**src/inc/slie_pkg.sv**
```systemverilog
`default_nettype none
package slie_pkg;
    localparam int NUM_LINKS = 2;
    localparam int LINK_W    = 1;
    localparam int ADDR_W    = 12;
    localparam int ILAS_LEN  = 14;

    localparam logic [ADDR_W-1:0] ADDR_LINK_PAGE = 12'h300;
    localparam logic [ADDR_W-1:0] ADDR_ILAS_BASE = 12'h450;
    localparam logic [ADDR_W-1:0] ADDR_ILAS_CKS  = 12'h45D;
    localparam logic [ADDR_W-1:0] ADDR_EN_A      = 12'h4B8;
    localparam logic [ADDR_W-1:0] ADDR_EN_B      = 12'h4B9;
    localparam logic [ADDR_W-1:0] ADDR_ST_A      = 12'h4BA;
    localparam logic [ADDR_W-1:0] ADDR_ST_B      = 12'h4BB;
    localparam logic [ADDR_W-1:0] ADDR_PIN_SEL   = 12'h4BC;

    localparam int BIT_BDE      = 7;
    localparam int BIT_NIT      = 6;
    localparam int BIT_UEK      = 5;
    localparam int BIT_ILD      = 4;
    localparam int BIT_ILS      = 3;
    localparam int BIT_CKS      = 2;
    localparam int BIT_FS       = 1;
    localparam int BIT_CGS      = 0;
    localparam int BIT_CFG      = 0;
    localparam int BIT_PIN_SEL  = 0;

    localparam logic [3:0] ILAS_CKS_IDX = 4'hD;
    localparam logic [2:0] LANE_CHECKED = 3'h0;

    localparam logic [7:0]        RST_EN_A    = 8'h00;
    localparam logic              RST_EN_B    = 1'b0;
    localparam logic [7:0]        RST_ST_A    = 8'h00;
    localparam logic              RST_ST_B    = 1'b0;
    localparam logic [LINK_W-1:0] RST_PAGE    = 1'b0;
    localparam logic              RST_PIN_SEL = 1'b0;
    localparam logic [7:0]        RST_ILAS    = 8'h00;

    typedef logic [ILAS_LEN-1:0][7:0] slie_ilas_t;

    // Sum of all parameter bytes below the checksum byte, modulo 256
    function automatic logic [7:0] slie_cks_sum(input slie_ilas_t b);
        logic [7:0] s;
        s = 8'h00;
        for (int i = 0; i < ILAS_LEN - 1; i++) begin
            s = s + b[i];
        end
        return s;
    endfunction
endpackage
`default_nettype wire

```
**src/rtl/slie_ilas_check.sv**
```systemverilog
`timescale 1ns/1ns
`default_nettype none
module slie_ilas_check (
    input  wire logic                         clk_in,
    input  wire logic                         rst_n_in,
    input  wire logic                         ilas_valid_in,
    input  wire logic [2:0]                   ilas_lane_in,
    input  wire logic [slie_pkg::LINK_W-1:0]  ilas_link_in,
    input  wire logic [3:0]                   ilas_index_in,
    input  wire logic [7:0]                   ilas_byte_in,
    input  wire logic                         ilas_done_in,
    input  wire slie_pkg::slie_ilas_t         prog_in,
    output logic                              cks_good_out,
    output logic                              cfg_mismatch_out,
    output logic [slie_pkg::LINK_W-1:0]       event_link_out
);
    import slie_pkg::*;

    slie_ilas_t          rx_r, rx_nxt;
    logic                cks_r, cks_nxt;
    logic                mis_r, mis_nxt;
    logic [LINK_W-1:0]   link_r, link_nxt;
    logic                lane_ok;

    always_comb begin
        lane_ok  = ilas_lane_in == LANE_CHECKED;
        rx_nxt   = rx_r;
        cks_nxt  = 1'b0;
        mis_nxt  = 1'b0;
        link_nxt = link_r;
        if (ilas_valid_in && lane_ok && ilas_index_in <= ILAS_CKS_IDX) begin
            rx_nxt[ilas_index_in] = ilas_byte_in;
        end
        if (ilas_done_in && lane_ok) begin
            cks_nxt  = slie_cks_sum(rx_r) == rx_r[ILAS_CKS_IDX];
            mis_nxt  = rx_r != prog_in;
            link_nxt = ilas_link_in;
        end
    end

    always_ff @(posedge clk_in) begin
        if (!rst_n_in) begin
            rx_r   <= '0;
            cks_r  <= 1'b0;
            mis_r  <= 1'b0;
            link_r <= '0;
        end else begin
            rx_r   <= rx_nxt;
            cks_r  <= cks_nxt;
            mis_r  <= mis_nxt;
            link_r <= link_nxt;
        end
    end

    assign cks_good_out     = cks_r;
    assign cfg_mismatch_out = mis_r;
    assign event_link_out   = link_r;
endmodule // slie_ilas_check
`default_nettype wire

```
**src/rtl/slie_irq_core.sv**
```systemverilog
`timescale 1ns/1ns
`default_nettype none
module slie_irq_core (
    input  wire logic                                         clk_in,
    input  wire logic                                         rst_n_in,
    input  wire logic                                         reg_wr_in,
    input  wire logic                                         reg_rd_in,
    input  wire logic [slie_pkg::ADDR_W-1:0]                  reg_addr_in,
    input  wire logic [7:0]                                   reg_wdata_in,
    output logic      [7:0]                                   reg_rdata_out,
    output logic                                              reg_rvalid_out,
    input  wire logic [7:0]                                   error_count_threshold_in,
    input  wire logic [slie_pkg::NUM_LINKS-1:0][7:0]          bde_count_in,
    input  wire logic [slie_pkg::NUM_LINKS-1:0][7:0]          nit_count_in,
    input  wire logic [slie_pkg::NUM_LINKS-1:0][7:0]          uek_count_in,
    input  wire logic [slie_pkg::NUM_LINKS-1:0]               deskew_ok_in,
    input  wire logic [slie_pkg::NUM_LINKS-1:0]               lane_sync_ok_in,
    input  wire logic [slie_pkg::NUM_LINKS-1:0]               frame_sync_ok_in,
    input  wire logic [slie_pkg::NUM_LINKS-1:0]               codegroup_sync_ok_in,
    input  wire logic                                         ilas_valid_in,
    input  wire logic [2:0]                                   ilas_lane_in,
    input  wire logic [slie_pkg::LINK_W-1:0]                  ilas_link_in,
    input  wire logic [3:0]                                   ilas_index_in,
    input  wire logic [7:0]                                   ilas_byte_in,
    input  wire logic                                         ilas_done_in,
    output logic                                              interrupt_pin_first_out,
    output logic                                              interrupt_pin_second_out
);
    import slie_pkg::*;

    logic [LINK_W-1:0]                  page_r, page_nxt;
    logic                               pin_sel_r, pin_sel_nxt;
    logic [NUM_LINKS-1:0][7:0]          en_a_r, en_a_nxt;
    logic [NUM_LINKS-1:0][7:0]          st_a_r, st_a_nxt;
    logic [NUM_LINKS-1:0][7:0]          lvl_r, lvl;
    logic [NUM_LINKS-1:0]               en_b_r, en_b_nxt;
    logic [NUM_LINKS-1:0]               st_b_r, st_b_nxt;
    slie_ilas_t [NUM_LINKS-1:0]         prog_r, prog_nxt;
    logic [7:0]                         rdata_r, rdata_nxt;
    logic                               rvalid_r;
    logic                               first_r, first_nxt;
    logic                               second_r, second_nxt;
    logic [NUM_LINKS-1:0][7:0]          ev_a;
    logic [NUM_LINKS-1:0]               ev_b;
    logic                               cks_good;
    logic                               cfg_bad;
    logic [LINK_W-1:0]                  ev_link;
    logic                               irq_any;

    function automatic logic ilas_hit(input logic [ADDR_W-1:0] a);
        return a >= ADDR_ILAS_BASE && a <= ADDR_ILAS_CKS;
    endfunction

    function automatic logic [3:0] ilas_idx(input logic [ADDR_W-1:0] a);
        logic [ADDR_W-1:0] d;
        d = a - ADDR_ILAS_BASE;
        return d[3:0];
    endfunction

    slie_ilas_check u_ilas_check (
        .clk_in           (clk_in),
        .rst_n_in         (rst_n_in),
        .ilas_valid_in    (ilas_valid_in),
        .ilas_lane_in     (ilas_lane_in),
        .ilas_link_in     (ilas_link_in),
        .ilas_index_in    (ilas_index_in),
        .ilas_byte_in     (ilas_byte_in),
        .ilas_done_in     (ilas_done_in),
        .prog_in          (prog_r[ilas_link_in]),
        .cks_good_out     (cks_good),
        .cfg_mismatch_out (cfg_bad),
        .event_link_out   (ev_link)
    );

    // Source levels, rising-edge events and alignment-check (checksum, mismatch) events per link
    always_comb begin
        for (int l = 0; l < NUM_LINKS; l++) begin
            lvl[l]          = 8'h00;
            lvl[l][BIT_BDE] = bde_count_in[l] >= error_count_threshold_in;
            lvl[l][BIT_NIT] = nit_count_in[l] >= error_count_threshold_in;
            lvl[l][BIT_UEK] = uek_count_in[l] >= error_count_threshold_in;
            lvl[l][BIT_ILD] = deskew_ok_in[l];
            lvl[l][BIT_ILS] = lane_sync_ok_in[l];
            lvl[l][BIT_FS]  = frame_sync_ok_in[l];
            lvl[l][BIT_CGS] = codegroup_sync_ok_in[l];
            ev_a[l]          = lvl[l] & ~lvl_r[l];
            ev_a[l][BIT_CKS] = cks_good && ev_link == LINK_W'(l);
            ev_b[l]          = cfg_bad && ev_link == LINK_W'(l);
        end
    end

    // Register writes, sticky status, readback
    always_comb begin
        page_nxt    = page_r;
        pin_sel_nxt = pin_sel_r;
        en_a_nxt    = en_a_r;
        en_b_nxt    = en_b_r;
        st_a_nxt    = st_a_r;
        st_b_nxt    = st_b_r;
        prog_nxt    = prog_r;
        rdata_nxt   = rdata_r;
        if (reg_wr_in) begin
            case (reg_addr_in)
                ADDR_LINK_PAGE: page_nxt = reg_wdata_in[LINK_W-1:0];
                ADDR_EN_A:      en_a_nxt[page_r] = reg_wdata_in;
                ADDR_EN_B:      en_b_nxt[page_r] = reg_wdata_in[BIT_CFG];
                ADDR_ST_A:      st_a_nxt[page_r] = st_a_r[page_r] & ~reg_wdata_in;
                ADDR_ST_B: begin
                    st_b_nxt[page_r] = st_b_r[page_r] & ~reg_wdata_in[BIT_CFG];
                end
                ADDR_PIN_SEL:   pin_sel_nxt = reg_wdata_in[BIT_PIN_SEL];
                default: begin
                    if (ilas_hit(reg_addr_in)) begin
                        prog_nxt[page_r][ilas_idx(reg_addr_in)] = reg_wdata_in;
                    end
                end
            endcase
        end
        // Set wins over a same-cycle clear
        for (int l = 0; l < NUM_LINKS; l++) begin
            st_a_nxt[l] = st_a_nxt[l] | (ev_a[l] & en_a_r[l]);
            st_b_nxt[l] = st_b_nxt[l] | (ev_b[l] & en_b_r[l]);
        end
        if (reg_rd_in) begin
            case (reg_addr_in)
                ADDR_LINK_PAGE: rdata_nxt = {{(8-LINK_W){1'b0}}, page_r};
                ADDR_EN_A:      rdata_nxt = en_a_r[page_r];
                ADDR_EN_B:      rdata_nxt = {7'h00, en_b_r[page_r]};
                ADDR_ST_A:      rdata_nxt = st_a_r[page_r];
                ADDR_ST_B:      rdata_nxt = {7'h00, st_b_r[page_r]};
                ADDR_PIN_SEL:   rdata_nxt = {7'h00, pin_sel_r};
                default: begin
                    if (ilas_hit(reg_addr_in)) begin
                        rdata_nxt = prog_r[page_r][ilas_idx(reg_addr_in)];
                    end else begin
                        rdata_nxt = 8'h00;
                    end
                end
            endcase
        end
        irq_any    = |(st_a_r & en_a_r) || |(st_b_r & en_b_r);
        first_nxt  = irq_any && !pin_sel_r;
        second_nxt = irq_any && pin_sel_r;
    end

    always_ff @(posedge clk_in) begin
        if (!rst_n_in) begin
            page_r    <= RST_PAGE;
            pin_sel_r <= RST_PIN_SEL;
            en_a_r    <= {NUM_LINKS{RST_EN_A}};
            en_b_r    <= {NUM_LINKS{RST_EN_B}};
            st_a_r    <= {NUM_LINKS{RST_ST_A}};
            st_b_r    <= {NUM_LINKS{RST_ST_B}};
            prog_r    <= {(NUM_LINKS*ILAS_LEN){RST_ILAS}};
            lvl_r     <= '0;
            rdata_r   <= 8'h00;
            rvalid_r  <= 1'b0;
            first_r   <= 1'b0;
            second_r  <= 1'b0;
        end else begin
            page_r    <= page_nxt;
            pin_sel_r <= pin_sel_nxt;
            en_a_r    <= en_a_nxt;
            en_b_r    <= en_b_nxt;
            st_a_r    <= st_a_nxt;
            st_b_r    <= st_b_nxt;
            prog_r    <= prog_nxt;
            lvl_r     <= lvl;
            rdata_r   <= rdata_nxt;
            rvalid_r  <= reg_rd_in;
            first_r   <= first_nxt;
            second_r  <= second_nxt;
        end
    end

    assign reg_rdata_out            = rdata_r;
    assign reg_rvalid_out           = rvalid_r;
    assign interrupt_pin_first_out  = first_r;
    assign interrupt_pin_second_out = second_r;
endmodule // slie_irq_core
`default_nettype wire

```
**config.mk**
```make
export PLATFORM = sky130hd
export DESIGN_NAME = slie_irq_core
export DESIGN_NICKNAME = d
export VERILOG_FILES = /design/src/inc/slie_pkg.sv /design/src/rtl/slie_ilas_check.sv /design/src/rtl/slie_irq_core.sv
export SDC_FILE = /design/constraint.sdc
export NUM_CORES = 1
export LEC_CHECK = 0
export BUFFER_PORTS_ARGS = -buffer_cell sky130_fd_sc_hd__buf_2
export CAP_MARGIN = 20
export CORE_ASPECT_RATIO = 1.25
export CORE_MARGIN = 2
export CORE_UTILIZATION = 53
export DETAILED_ROUTE_END_ITERATION = 10
export PLACE_DENSITY = 0.67
export SKIP_LAST_GASP = 1
export SLEW_MARGIN = 0
export SYNTH_ARGS = -nofsm -noshare
export SYNTH_HDL_FRONTEND = slang
export SYNTH_SLANG_ARGS = --single-unit
```
**constraint.sdc**
```tcl
create_clock -name clk_in -period 6.1 [get_ports clk_in]
set_input_delay 0.915 -clock clk_in [delete_from_list [all_inputs] [get_ports clk_in]]
set_output_delay 0.915 -clock clk_in [all_outputs]
set_load 0.01 [all_outputs]
```
==> flow_metrics.py, run 1 <==
metrics = {
    "clock_network": {
        "clockBufferDepth": 3,
        "clkSinkCount": 402,
        "cts-resized-gates": 0,
        "postCtsSetupBuffers": 0,
        "cts_made_buffers": 43,
        "ctsHtreeMaxLevel": 2,
        "cts_root_buf": "clkbuf_16",
        "clk-insertion-delay-late_ns": 0.58,
        "clk_pin_slew_worst_paths_ns": 0.06,
        "cts.hold.buffers_added": 0,
        "cts_tree": "done",
    },
    "setup_path": {
        "crit_path_start_kind": "flip-flop",
        "worstPathMaxFanout": 3,
        "crit_arrival_ns": 5.35,
        "crit_type": "reg -> reg",
        "crit_path_end_kind": "flip-flop",
        "worstPathRequired_ns": 6.61,
    },
    "placement": {
        "hpwl_mm": 55.3,
        "place.port_buffers": 116,
        "gp_congestion": 1.05,
    },
    "synthesis": {
        "synth.area.top_cells": "dfxtp_1 (34%), mux2i_1 (15%), fa_1 (5.9%)",
        "yosysTopAreaCellShare_pct": 34.4,
        "synth-seq-cells": 402,
        "synth_cells": 2372,
        "synthTopCellsByCount": "dfxtp_1 (402), mux2i_1 (348), nand2_1 (246), nor2b_1 (215), a21boi_0 (151)",
        "synth_edf_count": 0,
        "synth-seq-area-share_pct": 34.4,
        "ys.flop_type": "dfxtp_1",
        "syn_nets": 2606,
        "yosysMostFrequentCell": "dfxtp_1",
        "yosysTopAreaCell": "dfxtp_1",
        "postSynthAreaPerCell_um2": 9.87,
        "synth_warnings": 0,
        "synthArstFlopShare_pct": 0,
        "syn-cell-area_mm2": 0.0234,
        "ys_types": 59,
    },
    "timing": {
        "maxSlewViolCount": 0,
        "min_period_ns": 4.85,
        "hold_viol_final": 0,
        "max-slew-margin-rel_pct": 23.0,
        "period_share_pct": 79.4,
        "worst_pin_slew_ns": 1.16,
        "skew_ns": 0.0190,
        "finalSetupTns_ns": 0,
        "holdWs_ns": 0.462,
        "fmax_mhz": 206,
        "finalSetupViolations": 0,
        "rsz0062_at_grt": "no",
    },
    "final_layout": {
        "drive_above_1_share_pct": 13.4,
        "diodes": 0,
        "finalNetCount": 2637,
        "syn2layout_area_growth_pct": 10.2,
        "fillers": 3770,
    },
    "power_and_ir_drop": {
        "vdd_drop_max_uv": 211,
        "powerDensity_mw_per_mm2": 226,
        "total_power_mw": 5.83,
        "cellLeakagePower_nw": 9.20,
    },
    "global_route": {
        "overflow": 0,
        "grt_pass1_vias": 17600,
        "grtUsageTotal_pct": 33.6,
        "grt_pass1_wl_mm": 113,
        "grt_max_degree": 133,
        "antenna_found_initial": 0,
    },
    "run_status": {
        "status": "complete, no violations",
    },
    "hold_path": {
        "hold_class": "reg -> reg",
    },
    "floorplan": {
        "rows": 86,
        "fp.dieW_um": 192,
        "dieArea_mm2": 0.0459,
        "die_h_um": 239,
        "pin_count": 117,
        "initial_core_util_pct": 53.3,
        "core_area_mm2": 0.0439,
    },
    "detailed_routing": {
        "first_pass_iters": 5,
        "vias": 18000,
        "wl_mm": 76.4,
        "antenna_left": 0,
        "drc": 0,
        "viasPerCell": 5.98,
        "drt_iter0_drc": 1386,
        "wl_per_cell_um": 25.4,
    },
    "job": {
        "drv_cap": 0,
    },
}
path summary, 6_finish.rpt:
kind / start / to / slack, ns / cells past startpoint
min reg2reg: prog_r[31] / prog_r[31] / 0.46 / 2
max: u_ilas_check.rx_r[2] / u_ilas_check.cks_good_out / 1.25 / 14
min: prog_r[31] / prog_r[31] / 0.46 / 2
max reg2reg: u_ilas_check.rx_r[2] / u_ilas_check.cks_good_out / 1.25 / 14
layer usage:
metal / track usage, % / routed length, um
met1: 42.8 / 30900
met2: 55.2 / 36200
met3: 4.48 / 4660
met4: 17.8 / 4670
met5: 0 / 0
state kept, by name, summed over array words and instances, names as in the netlist, 2 cells and up:
signal,flops
en_a_r,16
en_b_r,2
u_ilas_check.rx_r,112
lvl_r,14
prog_r,224
st_b_r,2
st_a_r,16
reg_rdata_out,8
worst max-delay path, stage by stage, from the launching register on:
cell and delay, ns:
dfxtp_1 0.35, fa_1 0.54, inv_1 0.05, fa_1 0.52, fa_1 0.52, fa_1 0.55, inv_1 0.06, fa_1 0.53
ha_1 0.17, inv_1 0.06, fa_1 0.49, xor2_1 0.15, nand4_1 0.10, or4_1 0.52, nor3_1 0.17
layout make-up:
type                            count  area [um2]  area share, %
Clock buffer                       58        1250           4.86
Inverter                           82         308           1.19
Clock inverter                     18         229          0.887
Multi-Input combinational cell   1732       14400           56.0
Sequential cell                   402        8050           31.2
Tap cell                          572         716           2.77
Timing Repair Buffer              142         810           3.14
through the flow:
step           util (%)  instance area, um2  std cells  setup WS, ns
2_1_floorplan         -               23400       2372          1.47
3_3_place_gp       55.4               24300       2929          1.26
3_5_place_dp       55.4               24300       2930          1.26
4_1_cts            58.8               25800       3006          1.25
5_1_grt            58.8               25800       3006          1.05
6_report           58.8               25800       3006          1.25
where the power goes:
| part | total [mW] | internal (mW) | switching (mW) | leakage (nW) |
|---|---|---|---|---|
| registers | 2.64 | 2.64 | 0.00535 | 3.24 |
| logic | 0.394 | 0.147 | 0.247 | 5.23 |
| clock network | 2.80 | 1.65 | 1.14 | 0.737 |
| total | 5.83 | 4.44 | 1.40 | 9.20 |
layout by cell type, fill, tap and decap left out, types with 12 or more instances in the layout:
cell	n
a21boi_1	13
clkbuf_16	45
nand3_1	61
mux2i_1	348
o21a_1	14
xor2_1	31
dfxtp_1	401
nor2b_1	215
nand2b_1	12
inv_1	82
nor3_4	18
fa_1	69
ha_1	59
nor2_1	33
a21oi_1	23
nor4_1	26
buf_2	113
buf_4	25
mux2_2	24
nand2_1	246
o21ai_0	74
xnor2_1	112
nand4_1	16
o22ai_1	24
a21boi_0	151
a21o_1	22
mux4_2	48
logic make-up after synthesis:
group                    after synthesis  synth area share (%)
AO/OA/AOI/OAI                        347                  10.1
XOR/XNOR                             144                  5.45
flip-flops                           402                  34.4
buffers and inverters                238                  3.99
adder cells (fa/ha/maj)              128                  9.05
multiplexers                         420                  20.6
AND/OR/NAND/NOR                      693                  16.4
(Power assumes the default switching activity.)
==> run 2: changes to the inputs <==
--- a/config.mk
+++ b/config.mk
@@ -5,13 +5,14 @@
 export SDC_FILE = /design/constraint.sdc
 export NUM_CORES = 1
 export LEC_CHECK = 0
+export ABC_AREA = 1
 export BUFFER_PORTS_ARGS = -buffer_cell sky130_fd_sc_hd__buf_2
 export CAP_MARGIN = 20
 export CORE_ASPECT_RATIO = 1.25
 export CORE_MARGIN = 2
 export CORE_UTILIZATION = 53
 export DETAILED_ROUTE_END_ITERATION = 10
-export PLACE_DENSITY = 0.67
+export PLACE_DENSITY = 0.7
 export SKIP_LAST_GASP = 1
 export SLEW_MARGIN = 0
 export SYNTH_ARGS = -nofsm -noshare
==> constraint.sdc (replaced) <==
create_clock -name clk_in -period 3.99 [get_ports clk_in]
set_input_delay 0.5985 -clock clk_in [delete_from_list [all_inputs] [get_ports clk_in]]
set_output_delay 0.5985 -clock clk_in [all_outputs]
set_load 0.01 [all_outputs]
==> run 2 against run 1 <==
Net effect: the run now ends with setup timing left; sequential share of layout area increased by 0.051 points; combinational power is 82% higher; flip-flop and latch count stayed put; synthesized cell count up 39%; cell count increased by 32%; largest cell class unchanged; critical path depth stayed put; power increased by 51%; count of clock-buffer cells in the layout rose by 1; worst hold slack worse by 0.23 ns; synthesized area is 1.0% lower; first-iteration DRC count increased by 66%; clock skew fell by 0.0034 ns.
==> flow_metrics.py, run 2 <==
metrics = {
    "timing": {
        "finalSetupTns_ns": -0.445,
        "worst_slack_ns": -0.445,
        "min_period_ns": 4.43,
        "hold_viol_final": 0,
        "rsz0062_at_grt": "yes",
        "period_share_pct": 111,
        "skew_ns": 0.0157,
        "holdWs_ns": 0.230,
        "worst_pin_slew_ns": 1.04,
        "max-slew-margin-rel_pct": 30.5,
        "maxSlewViolCount": 0,
        "finalSetupViolations": 1,
        "fmax_mhz": 225,
    },
    "placement": {
        "pre_cts_slack_ns": -0.470,
        "place.port_buffers": 116,
        "gp_congestion": 1.04,
        "hpwl_mm": 63.1,
        "placedCellCount": 3890,
        "placed_area_mm2": 0.0244,
    },
    "setup_path": {
        "crit_arrival_ns": 4.93,
        "worstPathMaxFanout": 3,
        "critPathSlowestCell": "fa_1",
        "r2r_cells": 14,
        "worstPathRequired_ns": 4.48,
        "crit_family": "adder cells",
        "crit_path_start_kind": "flip-flop",
        "regToRegSetupSlack_ns": -0.44,
        "reg2reg_to": "u_ilas_check.cks_good_out",
        "crit_buf_inv": 2,
        "crit_path_cell_trace": "fa_1 > inv_1 > fa_1 > fa_1 > fa_1 > fa_1 > inv_1 > ha_1 > a21oi_1 > o21ai_0 > xor2_1 > nor4_1 > nand3_1 > a21oi_1",
        "cpMostUsedCell": "fa_1",
        "crit_type": "reg -> reg",
        "cp-startpoint": "u_ilas_check.rx_r[5]",
        "rr_startpoint": "u_ilas_check.rx_r[5]",
        "crit_path_end_kind": "flip-flop",
        "path_depth": 14,
        "worstSetupEndpoint": "u_ilas_check.cks_good_out",
        "slowest_delay_ns": 0.55,
    },
    "final_layout": {
        "final_common_cell": "o21ai_0",
        "syn2layout_area_growth_pct": 11.2,
        "largest_reg_flops": 224,
        "fillers": 4093,
        "utilization_pct": 59.8,
        "finalNetCount": 3604,
        "largest-register": "prog_r",
        "drive_above_1_share_pct": 9.42,
        "stdcell_count": 3965,
        "regArea_mm2": 0.00805,
        "multiInputGateArea_mm2": 0.0124,
        "reg_top3": "prog_r (224), u_ilas_check.rx_r (112)",
        "fin_area_mm2": 0.0258,
        "final_cell_mix": "o21ai_0 (566), nand2_1 (496), inv_1 (483), a21oi_1 (468), dfxtp_1 (401)",
    },
    "synthesis": {
        "yosysTopAreaCell": "dfxtp_1",
        "synth-seq-cells": 402,
        "synth_cells": 3305,
        "ys.flop_type": "dfxtp_1",
        "synth_warnings": 0,
        "yosysTopAreaCellShare_pct": 34.7,
        "ys_types": 43,
        "synth.area.top_cells": "dfxtp_1 (35%), o21ai_0 (12%), a21oi_1 (10%)",
        "synth-seq-area-share_pct": 34.7,
        "synthTopCellsByCount": "o21ai_0 (566), nand2_1 (496), inv_1 (484), a21oi_1 (468), dfxtp_1 (402)",
        "postSynthAreaPerCell_um2": 7.01,
        "syn_nets": 3539,
        "syn-cell-area_mm2": 0.0232,
        "synth_edf_count": 0,
        "synthArstFlopShare_pct": 0,
        "yosysMostFrequentCell": "o21ai_0",
    },
    "floorplan": {
        "pin_count": 117,
        "initial_core_util_pct": 53.8,
        "die_h_um": 238,
        "fp.dieW_um": 191,
        "rows": 85,
        "core_area_mm2": 0.0431,
        "dieArea_mm2": 0.0454,
    },
    "power_and_ir_drop": {
        "vdd_drop_max_uv": 312,
        "pwr-share-clk_pct": 46.1,
        "total_power_mw": 8.82,
        "seqPwrFrac_pct": 45.8,
        "switching_power_mw": 2.20,
        "cellLeakagePower_nw": 10.3,
        "combPwrFrac_pct": 8.1,
        "powerDensity_mw_per_mm2": 342,
        "internal_power_mw": 6.62,
        "netSwitchingFraction_pct": 25.0,
    },
    "detailed_routing": {
        "wl_per_cell_um": 20.9,
        "drc": 0,
        "first_pass_iters": 6,
        "vias": 22700,
        "drt_iter0_drc": 2302,
        "wl_mm": 83.1,
        "antenna_left": 0,
        "viasPerCell": 5.72,
    },
    "global_route": {
        "overflow": 0,
        "grt_pass1_vias": 21300,
        "grt_pass1_wl_mm": 125,
        "grtUsageTotal_pct": 36.4,
        "antenna_found_initial": 0,
        "grt_max_degree": 198,
    },
    "clock_network": {
        "ctsHtreeMaxLevel": 2,
        "clk_pin_slew_worst_paths_ns": 0.06,
        "cts.hold.buffers_added": 0,
        "cts_root_buf": "clkbuf_16",
        "postCtsSetupBuffers": 0,
        "clk-insertion-delay-late_ns": 0.57,
        "cts-resized-gates": 0,
        "clkSinkCount": 402,
        "clockBufferDepth": 3,
        "cts_tree": "done",
        "cts_made_buffers": 43,
    },
    "run_status": {
        "status": "finished, violations left",
        "failed_checks": "setup timing",
    },
    "job": {
        "drv_cap": 0,
    },
    "hold_path": {
        "hold_class": "in -> reg",
    },
}
run 2: cell count changes after synthesis, sizes merged, moves of 180 or more:
| cell | before | now |
|---|---|---|
| a21oi | 23 | 468 |
| inv | 82 | 487 |
| mux2i | 348 | 4 |
| nand2 | 247 | 511 |
| nor2 | 42 | 222 |
| nor2b | 215 | 0 |
| o21ai | 74 | 592 |
run 2: worst register-to-register path, cell delays in order (launching register included):
cell and delay [ns]:
dfxtp_1 0.33, fa_1 0.56, inv_1 0.07, fa_1 0.52, fa_1 0.54, fa_1 0.55, fa_1 0.55, inv_1 0.05
ha_1 0.32, a21oi_1 0.15, o21ai_0 0.11, xor2_1 0.15, nor4_1 0.23, nand3_1 0.12, a21oi_1 0.12
run 2: layout make-up:
class,instances,area share [%]
multi-input cells,2219,48.2
flip-flops and latches,402,31.2
inverters,489,7.12
repair buffers,215,5.28
clock buffers,59,4.68
well taps,565,2.74
clock inverters,14,0.719
diodes,2,0.0194
run 2: kinds of logic (layout without fill, tap and decap cells):
| kind of cell | Yosys count | count (layout) | synth area share, % |
|---|---|---|---|
| AOI/OAI and AO/OA | 1152 | 1152 | 25.9 |
| and+or+nand+nor | 856 | 856 | 15.3 |
| buffers and inverters | 684 | 777 | 11.8 |
| DFF | 402 | 402 | 34.7 |
| adders and majority gates | 128 | 128 | 9.14 |
| xor gates and xnor gates | 79 | 79 | 2.98 |
| muxes | 4 | 4 | 0.173 |
| other | 0 | 2 | 0 |
run 2: power groups by stage:
stage	clock (mW)	sequential (mW)	combinational, mW
finish	4.06	4.04	0.717
floorplan	0	4.13	0.427
detailed placement	0	4.13	0.703
global route	4.24	4.04	0.789
global placement	0	4.13	0.689
CTS	4.08	4.04	0.705
run 2: worst min-delay path by stage:
stage                                    from                       to  slack (ns)  cells after the start
after global placement             prog_r[96]               prog_r[96]        0.44                      2
final                     frame_sync_ok_in[0]                 lvl_r[1]        0.23                      3
after global routing      frame_sync_ok_in[1]                 lvl_r[9]        0.23                      3
after detailed placement          prog_r[203]              prog_r[203]        0.45                      2
after CTS                 frame_sync_ok_in[0]                 lvl_r[1]        0.21                      3
after floorplan                     pin_sel_r  interrupt_pin_first_out        0.42                      1
run 2: repair_timing:
item                       in CTS  in global routing
setup endpoints to repair       1                  1
pin swaps                       0                  4
gates cloned                    0                  0
run 2: per-layer routing:
| layer | vias up | global-route usage (%) | part of all wire [%] |
|---|---|---|---|
| met2 | 1107 | 60.2 | 46 |
| li1 | 10900 | - | - |
| met3 | 248 | 5.84 | 8.7 |
| met1 | 10400 | 44.2 | 38 |
| met4 | 0 | 22.7 | 7.3 |
| met5 | - | 0 | 0 |
